$ cat src/rtl/cim_params.svh
// Constants for the CPU idle mode controller: register map, fields, reset values, counts.
// Assumes it is included by bare name from the package and the design modules.
`ifndef CIM_PARAMS_SVH
`define CIM_PARAMS_SVH
// Register indices; the byte address on the bus is four times the index.
`define CIM_PWR_CTRL_IDX   8'h87
`define CIM_STATUS_IDX     8'h88
`define CIM_ADDR_W         12
// Power control register fields.
`define CIM_IDLE_BIT       0
`define CIM_PDOWN_BIT      1
`define CIM_FLAG0_BIT      2
`define CIM_FLAG1_BIT      3
`define CIM_PWR_RST        4'h0
// Interrupt sources seen by the wake logic.
`define CIM_NIRQ           8
// Cycles that execution resumes after a pin reset before the reset sequence takes over.
`define CIM_RESUME_CYC     3'h4
// Address from which execution restarts after the reset sequence.
`define CIM_RESET_VECTOR   16'h0000
// Bus responses.
`define CIM_RESP_OKAY      2'h0
`define CIM_RESP_SLVERR    2'h2
`endif

$ cat src/rtl/cim_pkg.sv
// Types for the CPU idle mode controller.
// Assumes the constants header sits beside it.
package cim_pkg;
  `include "cim_params.svh"
  // Gray codes along run, idle, resume, reset sequence.
  typedef enum logic [2:0] {
    CIM_RUN    = 3'h0,
    CIM_IDLE   = 3'h1,
    CIM_RESUME = 3'h3,
    CIM_RSTSEQ = 3'h2,
    CIM_PDOWN  = 3'h6
  } cim_state_t;
endpackage

$ cat src/rtl/cim_sync.sv
// Two flip-flop level synchroniser.
// Assumes the input is asynchronous to aclk and only the second stage is read.
`timescale 1ns/1ps
module cim_sync (
  input  wire logic aclk,
  input  wire logic aresetn,
  input  wire logic din,
  output logic      dout
);
  logic meta_q;

  // The first stage feeds only the second stage.
  always_ff @(posedge aclk) begin
    if (!aresetn) begin
      meta_q <= 1'b0;
      dout   <= 1'b0;
    end else begin
      meta_q <= din;
      dout   <= meta_q;
    end
  end
endmodule

$ cat src/rtl/cim_top.sv
// CPU idle mode controller with an AXI4-Lite register slave.
// Assumes the core freezes on cpu_freeze and gates its clock with cpu_clk_en.
// Summary of operation
// RULE1 - Idle starts right after the register write setting the idle bit completes.
// RULE2 - In idle the CPU clock stops and execution halts; peripherals keep clocking.
// RULE3 - Program counter, status word, special registers and RAM hold during idle.
// RULE4 - Idle and power-down set together gives power-down, never idle after it.
// RULE5 - An enabled interrupt in idle clears the bit, restarts clock, starts the handler.
// RULE6 - After that handler returns, execution continues after the idle request.
// RULE7 - Two general flags are readable and writable by software.
// RULE8 - A high reset pin clears the idle bit and restores the CPU clock.
// RULE9 - After a reset exit, execution resumes briefly, then reset restarts from zero.
// RULE10 - During that brief resumption internal RAM is blocked, port pins stay accessible.
// RULE11 - Software avoids port or external RAM writes right after the idle request.
// RULE12 - Idle bit 0, power-down bit 1, flags bits 2 and 3, all reset zero.
// RULE13 - In idle ports keep data, port 0 floats for external code, strobes high.
// RULE14 - Only interrupts enabled individually and globally wake the device.
// RULE15 - Idle bit reads one while idle, zero after exit; writing zero does nothing.
//
// Local design decisions: the AXI4-Lite register port and the register offsets.
`timescale 1ns/1ps
`include "cim_params.svh"
module cim_top
  import cim_pkg::*;
(
  input  wire logic                   aclk,
  input  wire logic                   aresetn,
  input  wire logic [`CIM_ADDR_W-1:0] s_axi_awaddr,
  input  wire logic                   s_axi_awvalid,
  output logic                        s_axi_awready,
  input  wire logic [31:0]            s_axi_wdata,
  input  wire logic [3:0]             s_axi_wstrb,
  input  wire logic                   s_axi_wvalid,
  output logic                        s_axi_wready,
  output logic [1:0]                  s_axi_bresp,
  output logic                        s_axi_bvalid,
  input  wire logic                   s_axi_bready,
  input  wire logic [`CIM_ADDR_W-1:0] s_axi_araddr,
  input  wire logic                   s_axi_arvalid,
  output logic                        s_axi_arready,
  output logic [31:0]                 s_axi_rdata,
  output logic [1:0]                  s_axi_rresp,
  output logic                        s_axi_rvalid,
  input  wire logic                   s_axi_rready,
  input  wire logic                   rst_pin,
  input  wire logic [`CIM_NIRQ-1:0]   irq_pending,
  input  wire logic [`CIM_NIRQ-1:0]   irq_enable,
  input  wire logic                   irq_global_en,
  input  wire logic                   ext_code,
  output logic                        cpu_clk_en,
  output logic                        periph_clk_en,
  output logic                        cpu_freeze,
  output logic                        isr_start,
  output logic                        ram_block,
  output logic                        core_reset,
  output logic [15:0]                 reset_vector,
  output logic                        port0_float,
  output logic                        ale_hold_high,
  output logic                        psen_hold_high
);
  cim_state_t             state_q;
  cim_state_t             state_d;
  logic                   rst_s;
  logic [`CIM_ADDR_W-1:0] awaddr_q;
  logic [31:0]            wdata_q;
  logic [3:0]             wstrb_q;
  logic [1:0]             flags_q;
  logic [2:0]             resume_cnt_q;
  logic                   wr_fire;
  logic                   wr_pwr;
  logic                   wake;
  logic [`CIM_ADDR_W-1:0] pwr_addr;
  logic [`CIM_ADDR_W-1:0] stat_addr;

  assign pwr_addr  = {2'h0, `CIM_PWR_CTRL_IDX, 2'h0};
  assign stat_addr = {2'h0, `CIM_STATUS_IDX, 2'h0};

  // Reset pin is asynchronous, so it is synchronised; this costs two cycles of latency.
  cim_sync u_rst_sync (
    .aclk    (aclk),
    .aresetn (aresetn),
    .din     (rst_pin),
    .dout    (rst_s)
  );

  // Write fires once address and data are both held and no response is pending.
  assign wr_fire = !s_axi_awready && !s_axi_wready && !s_axi_bvalid;
  assign wr_pwr  = wr_fire && (awaddr_q == pwr_addr) && wstrb_q[0];
  assign wake    = irq_global_en && |(irq_pending & irq_enable); // RULE14

  // Address and data channels are taken independently, in either order.
  always_ff @(posedge aclk) begin
    if (!aresetn) begin
      s_axi_awready <= 1'b1;
      s_axi_wready  <= 1'b1;
      awaddr_q      <= '0;
      wdata_q       <= '0;
      wstrb_q       <= '0;
    end else begin
      if (s_axi_awvalid && s_axi_awready) begin
        s_axi_awready <= 1'b0;
        awaddr_q      <= s_axi_awaddr;
      end
      if (s_axi_wvalid && s_axi_wready) begin
        s_axi_wready <= 1'b0;
        wdata_q      <= s_axi_wdata;
        wstrb_q      <= s_axi_wstrb;
      end
      if (s_axi_bvalid && s_axi_bready) begin
        s_axi_awready <= 1'b1;
        s_axi_wready  <= 1'b1;
      end
    end
  end

  // Write response; unmapped addresses answer with a slave error.
  always_ff @(posedge aclk) begin
    if (!aresetn) begin
      s_axi_bvalid <= 1'b0;
      s_axi_bresp  <= `CIM_RESP_OKAY;
    end else if (wr_fire) begin
      s_axi_bvalid <= 1'b1;
      s_axi_bresp  <= (awaddr_q == pwr_addr || awaddr_q == stat_addr) ?
                      `CIM_RESP_OKAY : `CIM_RESP_SLVERR;
    end else if (s_axi_bready) begin
      s_axi_bvalid <= 1'b0;
    end
  end

  // Read channel; the idle bit reflects the live state, not a stored copy.
  always_ff @(posedge aclk) begin
    if (!aresetn) begin
      s_axi_arready <= 1'b1;
      s_axi_rvalid  <= 1'b0;
      s_axi_rdata   <= '0;
      s_axi_rresp   <= `CIM_RESP_OKAY;
    end else if (s_axi_arvalid && s_axi_arready) begin
      s_axi_arready <= 1'b0;
      s_axi_rvalid  <= 1'b1;
      s_axi_rresp   <= `CIM_RESP_OKAY;
      if (s_axi_araddr == pwr_addr) begin
        s_axi_rdata <= {28'h000_0000, flags_q, state_q == CIM_PDOWN,
                        state_q == CIM_IDLE}; // RULE15 RULE12
      end else if (s_axi_araddr == stat_addr) begin
        s_axi_rdata <= {29'h0000_0000, state_q};
      end else begin
        s_axi_rdata <= '0;
        s_axi_rresp <= `CIM_RESP_SLVERR;
      end
    end else if (s_axi_rvalid && s_axi_rready) begin
      s_axi_rvalid  <= 1'b0;
      s_axi_arready <= 1'b1;
    end
  end

  // General flags; the reset sequence reinitialises them with the other special registers.
  always_ff @(posedge aclk) begin
    if (!aresetn) begin
      flags_q <= 2'(`CIM_PWR_RST >> `CIM_FLAG0_BIT);
    end else if (state_q == CIM_RSTSEQ) begin
      flags_q <= '0;
    end else if (wr_pwr) begin
      flags_q <= wdata_q[`CIM_FLAG1_BIT:`CIM_FLAG0_BIT]; // RULE7
    end
  end

  // Next state; the reset pin outranks every other event.
  always_comb begin
    state_d = state_q;
    case (state_q)
      CIM_RUN: begin
        if (rst_s) begin
          state_d = CIM_RSTSEQ;
        end else if (wr_pwr && wdata_q[`CIM_PDOWN_BIT]) begin
          state_d = CIM_PDOWN; // RULE4
        end else if (wr_pwr && wdata_q[`CIM_IDLE_BIT]) begin
          state_d = CIM_IDLE; // RULE1
        end
      end
      CIM_IDLE, CIM_PDOWN: begin
        if (rst_s) begin
          state_d = CIM_RESUME; // RULE8
        end else if (wake) begin
          state_d = CIM_RUN; // RULE5 RULE4
        end
      end
      CIM_RESUME: begin
        if (resume_cnt_q == 3'h1) begin
          state_d = CIM_RSTSEQ; // RULE9
        end
      end
      CIM_RSTSEQ: begin
        if (!rst_s) begin
          state_d = CIM_RUN;
        end
      end
      default: begin
        state_d = CIM_RUN;
      end
    endcase
  end

  // State register.
  always_ff @(posedge aclk) begin
    if (!aresetn) begin
      state_q <= CIM_RUN;
    end else begin
      state_q <= state_d;
    end
  end

  // Resumption counter, loaded on the way into the resume window.
  always_ff @(posedge aclk) begin
    if (!aresetn) begin
      resume_cnt_q <= '0;
    end else if (state_q != CIM_RESUME && state_d == CIM_RESUME) begin
      resume_cnt_q <= `CIM_RESUME_CYC;
    end else if (resume_cnt_q != 3'h0) begin
      resume_cnt_q <= resume_cnt_q - 3'h1;
    end
  end

  // Outputs follow the next state so they line up with the state register.
  always_ff @(posedge aclk) begin
    if (!aresetn) begin
      cpu_clk_en     <= 1'b1;
      periph_clk_en  <= 1'b1;
      cpu_freeze     <= 1'b0;
      isr_start      <= 1'b0;
      ram_block      <= 1'b0;
      core_reset     <= 1'b0;
      reset_vector   <= `CIM_RESET_VECTOR;
      port0_float    <= 1'b0;
      ale_hold_high  <= 1'b0;
      psen_hold_high <= 1'b0;
    end else begin
      cpu_clk_en     <= state_d != CIM_IDLE && state_d != CIM_PDOWN; // RULE2 RULE8
      periph_clk_en  <= state_d != CIM_PDOWN; // RULE2
      cpu_freeze     <= state_d == CIM_IDLE || state_d == CIM_PDOWN; // RULE3 RULE6
      isr_start      <= (state_q == CIM_IDLE || state_q == CIM_PDOWN) &&
                        state_d == CIM_RUN; // RULE5
      ram_block      <= state_d == CIM_RESUME; // RULE10
      core_reset     <= state_d == CIM_RSTSEQ; // RULE9
      reset_vector   <= `CIM_RESET_VECTOR;
      port0_float    <= (state_d == CIM_IDLE || state_d == CIM_PDOWN) && ext_code; // RULE13
      ale_hold_high  <= state_d == CIM_IDLE; // RULE13
      psen_hold_high <= state_d == CIM_IDLE; // RULE13
    end
  end

  // Checks on entry, exit, gating and the resumption window.
  a_idle_entry: assert property (@(posedge aclk) disable iff (!aresetn)
    state_q == CIM_RUN && !rst_s && wr_pwr && wdata_q[1:0] == 2'h1
    |=> state_q == CIM_IDLE && !cpu_clk_en) // RULE1
    else $error("idle not entered after idle write");
  a_clk_gated: assert property (@(posedge aclk) disable iff (!aresetn)
    state_q == CIM_IDLE |-> !cpu_clk_en && periph_clk_en && cpu_freeze) // RULE2 RULE3
    else $error("clock gating wrong in idle");
  a_pdown_wins: assert property (@(posedge aclk) disable iff (!aresetn)
    state_q == CIM_RUN && !rst_s && wr_pwr && wdata_q[1:0] == 2'h3
    |=> state_q == CIM_PDOWN) // RULE4
    else $error("power-down did not take precedence");
  a_pdown_exit: assert property (@(posedge aclk) disable iff (!aresetn)
    state_q == CIM_PDOWN && wake && !rst_s |=> state_q == CIM_RUN && isr_start) // RULE4
    else $error("power-down exit did not return to run");
  a_wake_exit: assert property (@(posedge aclk) disable iff (!aresetn)
    state_q == CIM_IDLE && wake && !rst_s |=> cpu_clk_en && isr_start ##1 !isr_start) // RULE5
    else $error("enabled interrupt did not end idle");
  a_no_wake: assert property (@(posedge aclk) disable iff (!aresetn)
    state_q == CIM_IDLE && !wake && !rst_s |=> state_q == CIM_IDLE) // RULE14
    else $error("idle left without enabled interrupt");
  a_rst_exit: assert property (@(posedge aclk) disable iff (!aresetn)
    state_q == CIM_IDLE && rst_s |=> cpu_clk_en && state_q == CIM_RESUME) // RULE8
    else $error("reset pin did not end idle");
  a_resume_len: assert property (@(posedge aclk) disable iff (!aresetn)
    $rose(ram_block) |-> (ram_block && cpu_clk_en && !core_reset)[*4] ##1
    (core_reset && !ram_block)) // RULE9 RULE10
    else $error("resumption window length wrong");
  a_flags_wr: assert property (@(posedge aclk) disable iff (!aresetn)
    wr_pwr && state_q != CIM_RSTSEQ |=> flags_q == $past(wdata_q[3:2])) // RULE7
    else $error("general flags not written");
endmodule

$ cat config.mk
export PLATFORM = sky130hd
export DESIGN_NAME = cim_top
export DESIGN_NICKNAME = d
export VERILOG_FILES = /design/src/rtl/cim_pkg.sv /design/src/rtl/cim_sync.sv /design/src/rtl/cim_top.sv
export VERILOG_INCLUDE_DIRS = /design/src /design/src/rtl
export SDC_FILE = /design/constraint.sdc
export NUM_CORES = 1
export LEC_CHECK = 0
export BUFFER_PORTS_ARGS = -buffer_cell sky130_fd_sc_hd__buf_2
export CAP_MARGIN = 0
export CELL_PAD_IN_SITES_DETAIL_PLACEMENT = 0
export CELL_PAD_IN_SITES_GLOBAL_PLACEMENT = 1
export CORE_MARGIN = 3
export CORE_UTILIZATION = 27
export DETAILED_ROUTE_END_ITERATION = 6
export MAX_ROUTING_LAYER = met4
export PLACE_DENSITY = 0.75
export SYNTH_ARGS = -nofsm -noshare
export SYNTH_HDL_FRONTEND = slang
export SYNTH_SLANG_ARGS = --single-unit
$ cat constraint.sdc
create_clock -name aclk -period 1.9 [get_ports aclk]
set_clock_uncertainty 0.2 [all_clocks]
set_input_delay 0.095 -clock aclk [delete_from_list [all_inputs] [get_ports aclk]]
set_output_delay 0.095 -clock aclk [all_outputs]
set_load 0.01 [all_outputs]
==> results of run 1 <==
worst min-delay path, stage by stage:
cell and delay, ns:
buf_2 0.07, nor4_1 0.06, nand3_1 0.07, nand3_1 0.08
a21boi_1 0.13
power groups by stage:
| stage | Combinational (uW) | Clock [uW] | Sequential [uW] |
|---|---|---|---|
| finish | 452 | 592 | 1070 |
| global route | 522 | 664 | 1080 |
| CTS | 454 | 625 | 1070 |
| detailed placement | 401 | 0 | 1090 |
| global placement | 393 | 0 | 1090 |
| floorplan | 345 | 0 | 1090 |
kinds of logic (layout without fill, tap and decap cells):
family / Yosys count / after routing
AO/OA/AOI/OAI: 52 / 52
XOR/XNOR: 1 / 1
adder cells (fa/ha/maj): 3 / 3
buffers and inverters: 68 / 131
flip-flops: 46 / 46
multiplexers: 4 / 4
other: 1 / 46
AND/OR/NAND/NOR: 98 / 98
registers in the layout (all words and copies together) (netlist names), 2 cells and up:
register      flops
awaddr_q         12
flags_q           2
resume_cnt_q      3
s_axi_rdata       4
state_q           3
wdata_q           4
worst paths after layout:
path / start / to / slack [ns] / depth (start not counted)
min: s_axi_araddr[0] / s_axi_rresp[1] / 0.06 / 5
min reg2reg: u_rst_sync.meta_q / u_rst_sync.dout / 0.24 / 1
max reg2reg: awaddr_q[8] / cpu_freeze / 0.07 / 5
max: awaddr_q[8] / cpu_freeze / 0.07 / 5
stage by stage:
step           hold WS, ns  TNS (ns)  cell area (um^2)  total power [uW]  worst slack, ns
3_3_place_gp         0.112         0              2750              1480           0.0431
3_5_place_dp         0.104         0              2750              1490           0.0408
5_1_grt             0.0814   -0.0256              3140              2270          -0.0219
2_1_floorplan     -0.00465         0              2580              1440           0.0310
4_1_cts             0.0523         0              3130              2150           0.0207
6_report            0.0569         0              3140              2120           0.0700
placed cells by master, fill, tap and decap left out, types with 2 or more instances in the layout:
master / instances
and2_1: 4
and3_1: 2
mux2i_1: 4
inv_1: 8
nor4b_1: 3
a21oi_1: 5
ha_1: 3
a21boi_0: 19
nor4b_4: 2
or2_1: 2
conb_1: 46
nor3b_1: 2
nand3_1: 12
clkbuf_8: 5
buf_4: 11
and4b_1: 2
nor2_1: 10
nand2b_1: 4
nor2b_1: 4
buf_2: 73
a22oi_1: 6
dlygate4sd3_1: 29
nor3_1: 2
a21boi_1: 5
dfxtp_1: 46
nand2_1: 38
o21ai_0: 4
timing repair:
item | CTS | global route
hold buffers | 29 | 0
setup endpoints to repair | 0 | 7
gates resized for setup | 0 | 3
hold endpoints to repair | 28 | 0
setup buffers | 0 | 1
area by class of cell:
cell class | count | area [um^2] | area share (%)
Clock inverter | 3 | 21.3 | 0.677
Clock buffer | 5 | 68.8 | 2.19
Multi-Input combinational cell | 204 | 1220 | 38.8
Sequential cell | 46 | 921 | 29.3
Timing Repair Buffer | 114 | 746 | 23.7
Inverter | 9 | 33.8 | 1.08
Tap cell | 105 | 131 | 4.18
routing by layer:
layer | vias up | part of all wire [%]
met5 | - | 0
met4 | 0 | 1.6
met3 | 7 | 9.3
met2 | 108 | 43
met1 | 888 | 46
li1 | 1052 | -
==> metrics.yaml, run 1 <==
power:
  p_int_uw: 1510
  switching_share_pct: 28.8
  ir_drop_mv: 0.298
  pwr-share-comb_pct: 21.4
  pwr-share-clk_pct: 28.0
  power_frac_seq_pct: 50.7
  power_switching_uw: 610
  cellPowerDensity_nw_per_um2: 674
  total_leakage_power_uw: 0.00144
global_route:
  grtUsageMet2_pct: 17.2
  grt_pass1_vias: 1832
  antenna_found_initial: 0
  use_met1_pct: 13.6
  overflow: 0
  busiest_layer: "met2"
  grt_start_max_net_pins: 16
  groute.usage.overall_pct: 10.7
  grtUsageMet3_pct: 1.94
  grt_pass1_wl_um: 8450
floorplan:
  chipWidth_um: 101
  dieHeight_um: 101
  floorplan.initialDensity_pct: 28.5
  fp-row-count: 33
  die_area_um2: 10100
  coreArea_um2: 8460
  ios: 152
route:
  vias: 2055
  drc: 0
  detail-route-antenna-nets: 0
  wl_um: 5410
  viasPerCell: 4.23
  drt-initial-drc-count: 94
  dr.pass1.iters: 4
  post_drt_wl_per_cell_um: 11.1
synthesis:
  yosysTopAreaCell: "dfxtp_1"
  synth_top_area_share_pct: 38.2
  ys_types: 53
  synthCells: 273
  yosysSeqAreaShare_pct: 38.2
  synthSimpleGateAreaFrac_pct: 23.9
  synth_area_leaders: "dfxtp_1, buf_4, a21boi_0"
  avgSynthCellArea_um2: 8.84
  synth-seq-cells: 46
  synth-async-reset-ratio_pct: 0
  synth_top_family_by_area: "simple AND/OR/NAND/NOR gates"
  yosys-top-cells-count: "buf_4, dfxtp_1, nand2_1"
  synth-edff-count: 0
  synth-adder-area-share_pct: 1.56
  syn_area_um2: 2410
  synth_warnings: 0
  synthXorXnorAreaFrac_pct: 0.363
  synth_compound_area_share_pct: 15.8
  synth_ff_type: "dfxtp_1"
  yosys-mux-area-fraction_pct: 1.66
  post-synth-top-count-cell: "buf_4"
critical_path:
  crit_fanout: 5
  crit_buf_inv: 0
  crit_path_end_kind: "flip-flop"
  crit_arrival_ns: 1.83
  cp-start-kind: "flip-flop"
  slowest_stage: "nor4_4"
  crit_required_ns: 1.90
  crit_chain: "nor4_4, nand4_4, or2_1, and3_4, a31o_1"
  max_stage_delay_ns: 0.37
  crit_family: "simple AND/OR/NAND/NOR gates"
  path_class: "flip-flop to flip-flop"
placed_design:
  gp_congestion: 0.721
  io_buffers: 74
  placedCellCount: 448
  dp_hpwl_um: 4100
status:
  status: "finished, final reports clean"
timing:
  rsz0062_at_grt: "true"
  slew_headroom_pct: 65.2
  drv_slew: 0
  worst_slew_pin_slew_ns: 0.514
  fin_crit_ns: 1.83
  setup-violations-final: 0
  post-route-period-util_pct: 96.3
  fmax_mhz: 546
  hold_violations: 0
final_layout:
  fillers: 886
  nNetsFinal: 469
  fin_cells: 486
  antenna_cells: 0
  drive_above_1_share_pct: 26.5
  syn2layout_area_growth_pct: 30.2
  final_core_utilization_pct: 37.1
clocking:
  clk_pin_slew_ns: 0.09
  insertion_delay_ns: 0.30
  cts_tree: "built"
  cts-root-buf: "clkbuf_8"
  clockBufferDepth: 2
  ctsHtreeMaxLevel: 2
  cts_sinks: 46
  cts_made_buffers: 5
worst_hold_path:
  hp-class: "primary input to flip-flop"
run:
  cap_violations: 0
No activity file was read; power rests on OpenSTA's default activity.
==> inputs of run 2 (changes only) <==
RECOVER_POWER = 50   (was default)
==> run 2 against run 1 <==
Sequential power barely moved. Maximum frequency down 0.23%. Total power down 0.34%. Combinational power down 2%. Clock power hardly changed. Critical endpoint unchanged. Largest cell class unchanged. Sequential share of layout area up 0.38 points. Largest power group unchanged. First-iteration DRC count fell by 6.4%. Hold slack improved by 0.020 ns. Non-clock buffer count is the same. Cell count is the same. Die area unchanged. Utilization is 0.47 points lower.
==> metrics.yaml, run 2 (same netlist as run 1, synthesis figures left out) <==
critical_path:
  crit_arrival_ns: 1.84  # was 1.83 ns
  path_class: "flip-flop to flip-flop"  # unchanged
  crit_fanout: 5  # unchanged
  crit_required_ns: 1.90  # about the same
  crit_path_end_kind: "flip-flop"  # unchanged
  rrSetupSlack_ns: 0.07  # about the same
  cp-start-kind: "flip-flop"  # unchanged
worst_hold_path:
  hp-class: "primary input to flip-flop"  # unchanged
clocking:
  cts-root-buf: "clkbuf_8"  # unchanged
  clockBufferDepth: 2  # unchanged
  clk_pin_slew_ns: 0.09  # about the same
  insertion_delay_ns: 0.30  # about the same
  cts_sinks: 46  # unchanged
  ctsHtreeMaxLevel: 2  # unchanged
  cts_tree: "built"  # unchanged
  cts_made_buffers: 5  # unchanged
floorplan:
  chipWidth_um: 101  # unchanged
  coreArea_um2: 8460  # unchanged
  ios: 152  # unchanged
  floorplan.initialDensity_pct: 28.5  # unchanged
  dieHeight_um: 101  # unchanged
  die_area_um2: 10100  # unchanged
  fp-row-count: 33  # unchanged
power:
  power_frac_seq_pct: 50.9  # was 50.7%
  ir_drop_mv: 0.301  # was 0.298 mV
  switching_share_pct: 28.9  # was 28.8%
  total_leakage_power_uw: 0.00136  # was 0.00144 uW
  pwr-share-comb_pct: 21.1  # was 21.4%
  p_int_uw: 1500  # was 1510 uW
  power_switching_uw: 610  # about the same
  pwr-share-clk_pct: 28.1  # was 28.0%
  cellPowerDensity_nw_per_um2: 680  # was 674 nW/um^2
  finalPower_uw: 2110  # was 2120 uW
timing:
  post-route-period-util_pct: 96.5  # was 96.3%
  finalSetupTns_ns: 0  # unchanged
  drv_slew: 0  # unchanged
  setup-violations-final: 0  # unchanged
  rsz0062_at_grt: "true"  # unchanged
  slew_headroom_pct: 65.2  # unchanged
  fmax_mhz: 545  # was 546 MHz
  fin_crit_ns: 1.83  # about the same
  hold_violations: 0  # unchanged
  worst_slew_pin_slew_ns: 0.514  # unchanged
  timing.hold.ws_ns: 0.0771  # was 0.0569 ns
run:
  cap_violations: 0  # unchanged
final_layout:
  nNetsFinal: 469  # unchanged
  largest_reg_flops: 12  # unchanged
  drive_above_1_share_pct: 20.7  # was 26.5%
  fin_area_um2: 3100  # was 3140 um^2
  largestRegisters: "awaddr_q x12, s_axi_rdata x4, wdata_q x4"  # unchanged
  syn2layout_area_growth_pct: 28.5  # was 30.2%
  max_flop_register: "awaddr_q"  # unchanged
  fillers: 899  # was 886
  antenna_cells: 0  # unchanged
  layout_commonest_cell: "buf_2"  # unchanged
  most-common-layout-cells: "buf_2, conb_1, dfxtp_1"  # unchanged
route:
  viasPerCell: 4.19  # was 4.23
  wl_um: 5440  # was 5410 um
  post_drt_wl_per_cell_um: 11.2  # was 11.1 um
  dr.pass1.iters: 4  # unchanged
  vias: 2035  # was 2055
  detail-route-antenna-nets: 0  # unchanged
  drt-initial-drc-count: 88  # was 94
  drc: 0  # unchanged
placed_design:
  gp_congestion: 0.721  # unchanged
  place_area_um2: 2750  # unchanged
  io_buffers: 74  # unchanged
  dp_hpwl_um: 4100  # unchanged
global_route:
  grt_pass1_wl_um: 8450  # unchanged
  groute.usage.overall_pct: 10.7  # unchanged
  grt_pass1_vias: 1832  # unchanged
  grt_start_max_net_pins: 16  # unchanged
  antenna_found_initial: 0  # unchanged
  overflow: 0  # unchanged
status:
  status: "finished, final reports clean"  # unchanged
run 2: cell count changes in the layout (fill, tap and decap cells not counted):
cell,change
buf_4,-5
a21boi_1,-1
a21boi_0,+1
buf_2,-17
clkbuf_1,+22
run 2: area by class of cell:
type / instances / area, um^2 / share of cell area, %
repair buffers: 114 / 706 / 22.8
well taps: 105 / 131 / 4.24
flip-flops and latches: 46 / 921 / 29.7
multi-input cells: 204 / 1220 / 39.3
clock buffers: 5 / 68.8 / 2.22
clock inverters: 3 / 21.3 / 0.686
inverters: 9 / 33.8 / 1.09
run 2: repair_timing:
item	CTS	global route
setup endpoints to repair	0	7
endpoints found under the hold margin	28	0
hold buffers	29	0
gates resized for setup	0	3
buffers inserted	0	1
run 2: layer usage:
layer  track usage [%]  vias to the layer above  part of all wire, %
met2              17.2                      100                   42
met4              3.73                        0                  1.6
met3              1.94                        7                  8.9
met5                 -                        -                    0
met1              13.6                      876                   47
li1                  -                     1052                    -
run 2: per-stage QoR:
stage	utilization, %	setup WS, ns	std cells
after CTS	37.0	0.0207	485
after global placement	32.5	0.0431	448
after detailed placement	32.5	0.0408	448
after global routing	36.6	-0.0219	486
final	36.6	0.0658	486
after floorplan	-	0.0310	318
run 2: path summary, 6_finish.rpt:
path,startpoint,to,cells past startpoint
setup / recovery,awaddr_q[8],cpu_freeze,5
hold / removal,s_axi_araddr[0],s_axi_rresp[1],5
setup reg to reg,awaddr_q[8],cpu_freeze,5
hold reg to reg,u_rst_sync.meta_q,u_rst_sync.dout,1
run 2: worst max-delay path, stage by stage (launching register included):
cell,delay (ns)
dfxtp_1,0.34
nor4_4,0.37
nand4_4,0.17
or2_1,0.26
and3_4,0.19
a31o_1,0.21
run 2: power groups by stage:
stage	combinational [uW]	clock [uW]	sequential, uW
6_report	444	592	1070
5_1_grt	515	664	1080
4_1_cts	454	625	1070
3_5_place_dp	401	0	1090
3_3_place_gp	393	0	1090
2_1_floorplan	345	0	1090
